## src/common/mrd_pkg.sv

```systemverilog
// constants and types for the motion relay delay controller
package mrd_pkg;

    // clock rate and one-second time base
    localparam int unsigned CLK_FREQ_HZ  = 100_000_000;
    localparam int unsigned TICK_TIME_MS = 1000;
    localparam int unsigned TICK_CYCLES  = CLK_FREQ_HZ / 1000 * TICK_TIME_MS;

    // behaviour times, counted in seconds
    localparam logic [11:0] SMART_TIME_S  = 12'h00A;  // 10 s first window
    localparam logic [1:0]  SAMPLE_TIME_S = 2'h3;     // 3 s per setting sample
    localparam logic [11:0] LONG_DELAY_S  = 12'h12C;  // 5 min
    localparam logic [11:0] LAST_WINDOW_S = 12'h03C;  // final minute

    // setting quantisation: 16 raw levels, top two merged
    localparam logic [3:0] LEVEL_TOP   = 4'hE;
    localparam logic [3:0] LEVEL_RESET = 4'h0;

    // analog conversion: code width, reference and light threshold
    localparam int unsigned ADC_BITS     = 10;
    localparam int unsigned VREF_MV      = 2200;
    localparam int unsigned LIGHT_THR_MV = 1400;

    // register byte offsets
    localparam logic [3:0] REG_CTRL   = 4'h0;
    localparam logic [3:0] REG_STATUS = 4'h4;
    localparam logic [3:0] REG_LEVELS = 4'h8;
    localparam logic [3:0] REG_REMAIN = 4'hC;

    // control field positions and reset value
    localparam int unsigned CTRL_SMART_BIT = 0;
    localparam int unsigned CTRL_DDET_BIT  = 1;
    localparam logic [1:0]  CTRL_RESET     = 2'h3;

    // relay run phases, gray along off -> short -> full
    typedef enum logic [1:0] {
        RUN_OFF   = 2'b00,
        RUN_SMART = 2'b01,
        RUN_FULL  = 2'b11
    } mrd_run_t;

    // delay level to run time in seconds
    function automatic logic [11:0] delay_secs(input logic [3:0] lvl);
        case (lvl)
            4'h0:    delay_secs = 12'h00A;
            4'h1:    delay_secs = 12'h014;
            4'h2:    delay_secs = 12'h01E;
            4'h3:    delay_secs = 12'h02D;
            4'h4:    delay_secs = 12'h03C;
            4'h5:    delay_secs = 12'h05A;
            4'h6:    delay_secs = 12'h078;
            4'h7:    delay_secs = 12'h0B4;
            4'h8:    delay_secs = 12'h0F0;
            4'h9:    delay_secs = 12'h12C;
            4'hA:    delay_secs = 12'h1A4;
            4'hB:    delay_secs = 12'h258;
            4'hC:    delay_secs = 12'h384;
            4'hD:    delay_secs = 12'h4B0;
            default: delay_secs = 12'h708;
        endcase
    endfunction

endpackage

```

## src/hdl/mrd_relay_ctrl.sv

```systemverilog
// motion driven relay run-time controller with setting sampler
//
// Behaviour
// - motion while the relay is off and light allows it starts a run of at most 10 s.
// - motion inside that short run extends it to the full selected delay.
// - without further motion the short run ends and the relay drops.
// - with delayed detection on and a delay of 5 min or more, motion is ignored until the last minute.
// - with delayed detection off, every new motion retriggers the run at once.
// - the short-run and delayed-detection behaviours have their own enable bits.
// - sensitivity and delay settings are sampled in turn, one every 3 s.
// - each setting is cut to 16 levels and the top two are merged into 15 settings.
// - the ambient light level is sampled when motion arrives to decide turn-on.
// - the relay starts only when the light sample is at or above the 1.4 V threshold.
// - once running, retriggers ignore the light level.
// - the relay output is high to energise the coil and low to release it.
//
// Chosen here: the register addresses and strobed register access.
`timescale 1ns/1ps
`default_nettype none

module mrd_relay_ctrl #(
    parameter int unsigned TICK_CYCLES = mrd_pkg::TICK_CYCLES,
    parameter int unsigned ADC_W       = mrd_pkg::ADC_BITS
) (
    // clock and reset
    input  wire logic              MCLK_I,
    input  wire logic              RST_N_I,
    // register port
    input  wire logic [3:0]        REG_ADDR_I,
    input  wire logic [31:0]       REG_WDATA_I,
    input  wire logic              REG_WR_I,
    input  wire logic              REG_RD_I,
    output logic      [31:0]       REG_RDATA_O,
    // motion engine
    input  wire logic              MOTION_EVT_I,
    output logic      [3:0]        SENS_LEVEL_O,
    // digitised analog levels from pins
    input  wire logic [ADC_W-1:0]  SENS_SETTING_I,
    input  wire logic [ADC_W-1:0]  DELAY_SETTING_I,
    input  wire logic [ADC_W-1:0]  AMBIENT_LIGHT_I,
    // relay coil driver
    output logic                   RELAY_DRIVE_O
);
    import mrd_pkg::*;

    localparam int unsigned DIV_W = $clog2(TICK_CYCLES + 1);
    localparam logic [DIV_W-1:0] DIV_LAST = DIV_W'(TICK_CYCLES - 1);
    localparam logic [ADC_W-1:0] LIGHT_THR =
        ADC_W'(LIGHT_THR_MV * (2 ** ADC_W) / VREF_MV);

    // synchroniser stages, then a copy kept once two samples agree
    logic [ADC_W-1:0] sens_m_q;
    logic [ADC_W-1:0] sens_s_q;
    logic [ADC_W-1:0] sens_t_q;
    logic [ADC_W-1:0] sens_v_q;
    logic [ADC_W-1:0] dly_m_q;
    logic [ADC_W-1:0] dly_s_q;
    logic [ADC_W-1:0] dly_t_q;
    logic [ADC_W-1:0] dly_v_q;
    logic [ADC_W-1:0] amb_m_q;
    logic [ADC_W-1:0] amb_s_q;
    logic [ADC_W-1:0] amb_t_q;
    logic [ADC_W-1:0] amb_v_q;

    // control and sampler state
    logic             smart_en_q;
    logic             ddet_en_q;
    logic [DIV_W-1:0] samp_div_q;
    logic [1:0]       samp_sec_q;
    logic             samp_sel_q;
    logic [3:0]       delay_lvl_q;
    logic             samp_tick;

    // run state
    mrd_run_t         run_q;
    mrd_run_t         run_d;
    logic [11:0]      rem_q;
    logic [11:0]      rem_d;
    logic [DIV_W-1:0] run_div_q;
    logic             reload;
    logic             run_tick;
    logic             light_ok;
    logic             light_evt_q;
    logic [11:0]      delay_s;
    logic [11:0]      smart_s;
    logic             long_hold;

    // cut a conversion to a setting level
    function automatic logic [3:0] quant(input logic [ADC_W-1:0] v);
        logic [3:0] raw;
        raw = v[ADC_W-1 -: 4];
        quant = (raw == 4'hF) ? LEVEL_TOP : raw;
    endfunction

    // two-stage synchronisers on the analog level buses
    always_ff @(posedge MCLK_I or negedge RST_N_I) begin
        if (!RST_N_I) begin
            sens_m_q <= '0;
            sens_s_q <= '0;
            dly_m_q  <= '0;
            dly_s_q  <= '0;
            amb_m_q  <= '0;
            amb_s_q  <= '0;
        end else begin
            sens_m_q <= SENS_SETTING_I;
            sens_s_q <= sens_m_q;
            dly_m_q  <= DELAY_SETTING_I;
            dly_s_q  <= dly_m_q;
            amb_m_q  <= AMBIENT_LIGHT_I;
            amb_s_q  <= amb_m_q;
        end
    end

    // keep a code only when two synchronised samples agree, so a word
    // caught mid-change by the flops is never used
    always_ff @(posedge MCLK_I or negedge RST_N_I) begin
        if (!RST_N_I) begin
            sens_t_q <= '0;
            sens_v_q <= '0;
            dly_t_q  <= '0;
            dly_v_q  <= '0;
            amb_t_q  <= '0;
            amb_v_q  <= '0;
        end else begin
            sens_t_q <= sens_s_q;
            dly_t_q  <= dly_s_q;
            amb_t_q  <= amb_s_q;
            if (sens_s_q == sens_t_q) begin
                sens_v_q <= sens_s_q;
            end
            if (dly_s_q == dly_t_q) begin
                dly_v_q <= dly_s_q;
            end
            if (amb_s_q == amb_t_q) begin
                amb_v_q <= amb_s_q;
            end
        end
    end

    // control register write
    always_ff @(posedge MCLK_I or negedge RST_N_I) begin
        if (!RST_N_I) begin
            smart_en_q <= CTRL_RESET[CTRL_SMART_BIT];
            ddet_en_q  <= CTRL_RESET[CTRL_DDET_BIT];
        end else if (REG_WR_I && REG_ADDR_I == REG_CTRL) begin
            smart_en_q <= REG_WDATA_I[CTRL_SMART_BIT];
            ddet_en_q  <= REG_WDATA_I[CTRL_DDET_BIT];
        end
    end

    // three-second sample timer
    assign samp_tick = (samp_div_q == DIV_LAST) &&
                       (samp_sec_q == SAMPLE_TIME_S - 2'h1);

    always_ff @(posedge MCLK_I or negedge RST_N_I) begin
        if (!RST_N_I) begin
            samp_div_q <= '0;
            samp_sec_q <= '0;
        end else if (samp_div_q == DIV_LAST) begin
            samp_div_q <= '0;
            samp_sec_q <= samp_tick ? 2'h0 : samp_sec_q + 2'h1;
        end else begin
            samp_div_q <= samp_div_q + DIV_W'(1);
        end
    end

    // alternate sampling of sensitivity and delay settings
    always_ff @(posedge MCLK_I or negedge RST_N_I) begin
        if (!RST_N_I) begin
            samp_sel_q   <= 1'b0;
            SENS_LEVEL_O <= LEVEL_RESET;
            delay_lvl_q  <= LEVEL_RESET;
        end else if (samp_tick) begin
            samp_sel_q <= ~samp_sel_q;
            if (samp_sel_q) begin
                delay_lvl_q <= quant(dly_v_q);
            end else begin
                SENS_LEVEL_O <= quant(sens_v_q);
            end
        end
    end

    // run-time figures for the current setting
    assign delay_s   = delay_secs(delay_lvl_q);
    assign smart_s   = (delay_s < SMART_TIME_S) ? delay_s : SMART_TIME_S;
    assign light_ok  = (amb_v_q >= LIGHT_THR);
    assign long_hold = ddet_en_q && (delay_s >= LONG_DELAY_S) &&
                       (rem_q > LAST_WINDOW_S);
    assign run_tick  = (run_div_q == DIV_LAST);

    // next run phase and remaining seconds
    always_comb begin
        run_d  = run_q;
        rem_d  = rem_q;
        reload = 1'b0;
        if (run_tick && rem_q != 12'h000) begin
            rem_d = rem_q - 12'h001;
        end
        if (run_tick && rem_q == 12'h001) begin
            run_d = RUN_OFF;
        end
        case (run_q)
            RUN_OFF: begin
                if (MOTION_EVT_I && light_ok) begin
                    run_d  = smart_en_q ? RUN_SMART : RUN_FULL;
                    rem_d  = smart_en_q ? smart_s : delay_s;
                    reload = 1'b1;
                end
            end
            RUN_SMART: begin
                if (MOTION_EVT_I) begin
                    run_d  = RUN_FULL;
                    rem_d  = delay_s;
                    reload = 1'b1;
                end
            end
            RUN_FULL: begin
                if (MOTION_EVT_I && !long_hold) begin
                    run_d  = RUN_FULL;
                    rem_d  = delay_s;
                    reload = 1'b1;
                end
            end
            default: begin
                run_d = RUN_OFF;
                rem_d = 12'h000;
            end
        endcase
    end

    // run state, second prescaler restarted at each accepted event
    always_ff @(posedge MCLK_I or negedge RST_N_I) begin
        if (!RST_N_I) begin
            run_q     <= RUN_OFF;
            rem_q     <= 12'h000;
            run_div_q <= '0;
        end else begin
            run_q <= run_d;
            rem_q <= rem_d;
            if (reload || run_tick) begin
                run_div_q <= '0;
            end else begin
                run_div_q <= run_div_q + DIV_W'(1);
            end
        end
    end

    // coil drive and light sample seen at the last motion
    always_ff @(posedge MCLK_I or negedge RST_N_I) begin
        if (!RST_N_I) begin
            RELAY_DRIVE_O <= 1'b0;
            light_evt_q   <= 1'b0;
        end else begin
            RELAY_DRIVE_O <= (run_d != RUN_OFF);
            if (MOTION_EVT_I) begin
                light_evt_q <= light_ok;
            end
        end
    end

    // register read, data one cycle after the strobe
    always_ff @(posedge MCLK_I or negedge RST_N_I) begin
        if (!RST_N_I) begin
            REG_RDATA_O <= 32'h0000_0000;
        end else if (REG_RD_I) begin
            case (REG_ADDR_I)
                REG_CTRL:   REG_RDATA_O <= {30'h0, ddet_en_q, smart_en_q};
                REG_STATUS: REG_RDATA_O <= {27'h0, light_evt_q, samp_sel_q,
                                            run_q, RELAY_DRIVE_O};
                REG_LEVELS: REG_RDATA_O <= {24'h0, delay_lvl_q, SENS_LEVEL_O};
                REG_REMAIN: REG_RDATA_O <= {20'h0, rem_q};
                default:    REG_RDATA_O <= 32'h0000_0000;
            endcase
        end else begin
            REG_RDATA_O <= 32'h0000_0000;
        end
    end
endmodule

`default_nettype wire

```

## config.mk

```make
export PLATFORM = sky130hd
export DESIGN_NAME = mrd_relay_ctrl
export DESIGN_NICKNAME = d
export VERILOG_FILES = /design/src/common/mrd_pkg.sv /design/src/hdl/mrd_relay_ctrl.sv
export SDC_FILE = /design/constraint.sdc
export NUM_CORES = 1
export LEC_CHECK = 0
export ABC_AREA = 1
export BUFFER_PORTS_ARGS = -buffer_cell sky130_fd_sc_hd__buf_2
export CORE_MARGIN = 1.5
export CORE_UTILIZATION = 59
export CTS_CLUSTER_DIAMETER = 150
export DETAILED_ROUTE_END_ITERATION = 8
export PLACE_DENSITY = 0.8
export REMOVE_ABC_BUFFERS = 1
export SLEW_MARGIN = 10
export SYNTH_ARGS = -nofsm -noshare
export SYNTH_HDL_FRONTEND = slang
export SYNTH_SLANG_ARGS = --single-unit
export TNS_END_PERCENT = 10
```

## constraint.sdc

```tcl
create_clock -name MCLK_I -period 2.67 [get_ports MCLK_I]
set_clock_uncertainty 0.05 [all_clocks]
set_input_delay 0.1335 -clock MCLK_I [delete_from_list [all_inputs] [get_ports MCLK_I]]
set_output_delay 0.1335 -clock MCLK_I [all_outputs]
set_load 0.005 [all_outputs]
```

==> impl_metrics.json <==
{
  "outcome": "finished, final reports clean",
  "via_per_inst": 5.10,
  "setup_tns_ps": 0,
  "final_nets": 1243,
  "overflow": 0,
  "maxCapViolCount": 0,
  "power.density_nw_per_um2": 614,
  "first_iter_violations": 604,
  "grt_pass1_vias": 6969,
  "final_design_area_no_fill_um2": 11000,
  "cts-root-buf": "clkbuf_16",
  "hp-class": "in2async",
  "synth-edff-count": 0,
  "yosysWarnings": 0,
  "drive_above_1_share": 0.129,
  "die_width_um": 129,
  "synth_ff_type": "dfrtp_1",
  "rsz0062_at_grt": "no",
  "power.total_mw": 6.75,
  "ir_drop_uv": 593,
  "rows": 45,
  "firstDrtPassIters": 5,
  "cts_tree": "built",
  "final.fill_count": 1111,
  "io_buffers": 57,
  "cts_sinks": 203,
  "finalSetupViolCount": 0,
  "dp_cells": 1310,
  "period_share": 0.875,
  "gp_congestion": 0.972,
  "fin_hold_ws_ps": 176,
  "ys_types": 48,
  "synth_common_cells": "243 x nand2_1, 201 x dfrtp_1, 129 x inv_1",
  "startpoint_type": "register",
  "grt_max_degree": 89,
  "core_area_um2": 15400,
  "worstSetupPathType": "reg2reg",
  "crit_start": "delay_lvl_q[0]",
  "die-area_um2": 16600,
  "numCtsBuffers": 21,
  "dp_worst_setup_slack_ps": 313,
  "grt_antenna_before_repair": 0,
  "grt_pass1_wl_um": 32400,
  "synth_most_common_cell": "nand2_1",
  "final_core_util": 0.716,
  "io_pins": 108,
  "fmax_mhz": 428,
  "power_leakage_nw": 5.51,
  "avgRoutedWirePerCell_um": 13.5,
  "clk_pin_slew_ps": 60,
  "dp_hpwl_um": 13000,
  "area_growth_pct": 17.5,
  "synth_area_leaders": "dfrtp_1 54%, nand2_1 9.7%, inv_1 5.2%, nor2_1 4.8%, xor2_1 4.4%",
  "final_max_slew_viol_count": 0,
  "die_h_um": 129,
  "hold_viol_final": 0,
  "diodes": 0,
  "grtUsageTotal": 0.243,
  "synth_sequential_area_ratio": 0.543,
  "ff_latch_area_um2": 5080,
  "placed_cell_area_um2": 9850,
  "synth_top_area_frac": 0.537,
  "crit_path_max_fanout": 9,
  "syn_avg_cell_area_um2": 8.98,
  "arrival_ps": 2670,
  "synth-seq-cells": 203,
  "fin_ws_ps": 334,
  "vias": 7063,
  "start_util": 0.609,
  "stdcell_count": 1384,
  "end_kind": "register",
  "cts_max_level": 1,
  "async_flop_share": 1.00,
  "clk_latency_ps": 510,
  "clockBufferDepth": 3,
  "max-slew-margin-rel": 0.530,
  "drc": 0,
  "worstMarginPinSlew_ps": 704,
  "fin_crit_ps": 2340,
  "postRouteAntennaNets": 0,
  "netlist_area_um2": 9360,
  "r2r-start": "delay_lvl_q[0]",
  "cts_setup_buffers": 0,
  "multi_input_area_um2": 3620,
  "syn_inst": 1043,
  "yosysTopAreaCell": "dfrtp_1",
  "wirelength_um": 18700,
  "required_ps": 3000
}
power breakdown:
part           switching, mW  internal, mW  leakage, nW
sequential            0.0567          3.18         2.58
clock                   1.17          2.03        0.373
combinational          0.180         0.133         2.56
flip-flops by register name, indices dropped and copies added, names as in the netlist, 2 cells and up:
signal,cells
run_div_q,27
samp_div_q,27
REG_RDATA_O,12
rem_q,12
amb_m_q,10
amb_s_q,10
amb_t_q,10
amb_v_q,10
dly_m_q,10
dly_s_q,10
dly_t_q,10
sens_m_q,10
sens_s_q,10
sens_t_q,10
SENS_LEVEL_O,4
delay_lvl_q,4
dly_v_q,4
sens_v_q,4
run_q,2
samp_sec_q,2
cell usage in the layout, fill, tap and decap left out, types with 8 or more instances in the layout:
cell type / n
dlygate4sd3_1: 38
nor2_1: 119
conb_1: 20
ha_1: 12
clkbuf_16: 21
xor2_1: 47
dfrtp_1: 199
nand4_1: 24
buf_2: 56
o21ai_0: 26
nand2_1: 243
nor3_1: 33
nor2_2: 10
buf_4: 8
inv_1: 129
nand3_1: 63
xnor2_1: 24
worst max-delay path, cell delays in order (launching register included):
cell and delay [ps]:
dfrtp_2 450, inv_1 200, ha_1 310, inv_1 120, nand2_2 80, nand3_1 110
nand3_2 100, nand3_2 100, nand2_1 50, nand2_1 240, nand2_1 190, nand2_1 140
nand3_2 80
final timing paths:
check | slack [ps] | endpoint | depth (start not counted)
max | 330 | rem_q[1] | 12
min | 180 | amb_s_q[1] | 2
max reg2reg | 330 | rem_q[1] | 12
min reg2reg | 300 | amb_s_q[9] | 0
max in group asynchronous | 1580 | dly_t_q[7] | 3
min in group MCLK_I | 180 | REG_RDATA_O[4] | 5
per-layer routing:
metal / vias to the layer above / track usage / wire length (µm)
met5: - / 0 / 0
met4: 0 / 0.0886 / 611
met3: 52 / 0.0437 / 1180
met2: 246 / 0.400 / 8790
met1: 3280 / 0.326 / 8150
li1: 3485 / - / -
cell type report:
class                      instances  share of cell area
clock inverter                     9              0.0160
tap                              211              0.0240
sequential                       203               0.462
inverter                         136              0.0465
multi-input combinational        694               0.329
timing repair buffer             104              0.0686
clock buffer                      27              0.0535
cells by family after synthesis:
| logic type | Yosys count | synth area share |
|---|---|---|
| AND/OR/NAND/NOR | 530 | 0.257 |
| other | 1 | 0.000400 |
| buffers and inverters | 165 | 0.0782 |
| AO/OA/AOI/OAI | 60 | 0.0385 |
| flip-flops | 203 | 0.543 |
| adder cells (fa/ha/maj) | 12 | 0.0160 |
| multiplexers | 1 | 0.00120 |
| XOR/XNOR | 71 | 0.0664 |
timing repair:
action | 4_1_cts | 5_1_grt
endpoints found under the hold margin | 122 | 0
hold buffers | 38 | 0
endpoints found under the setup margin | 0 | 3
resized for setup | 0 | 2
Note: power is estimated with default switching activity, not from simulation.
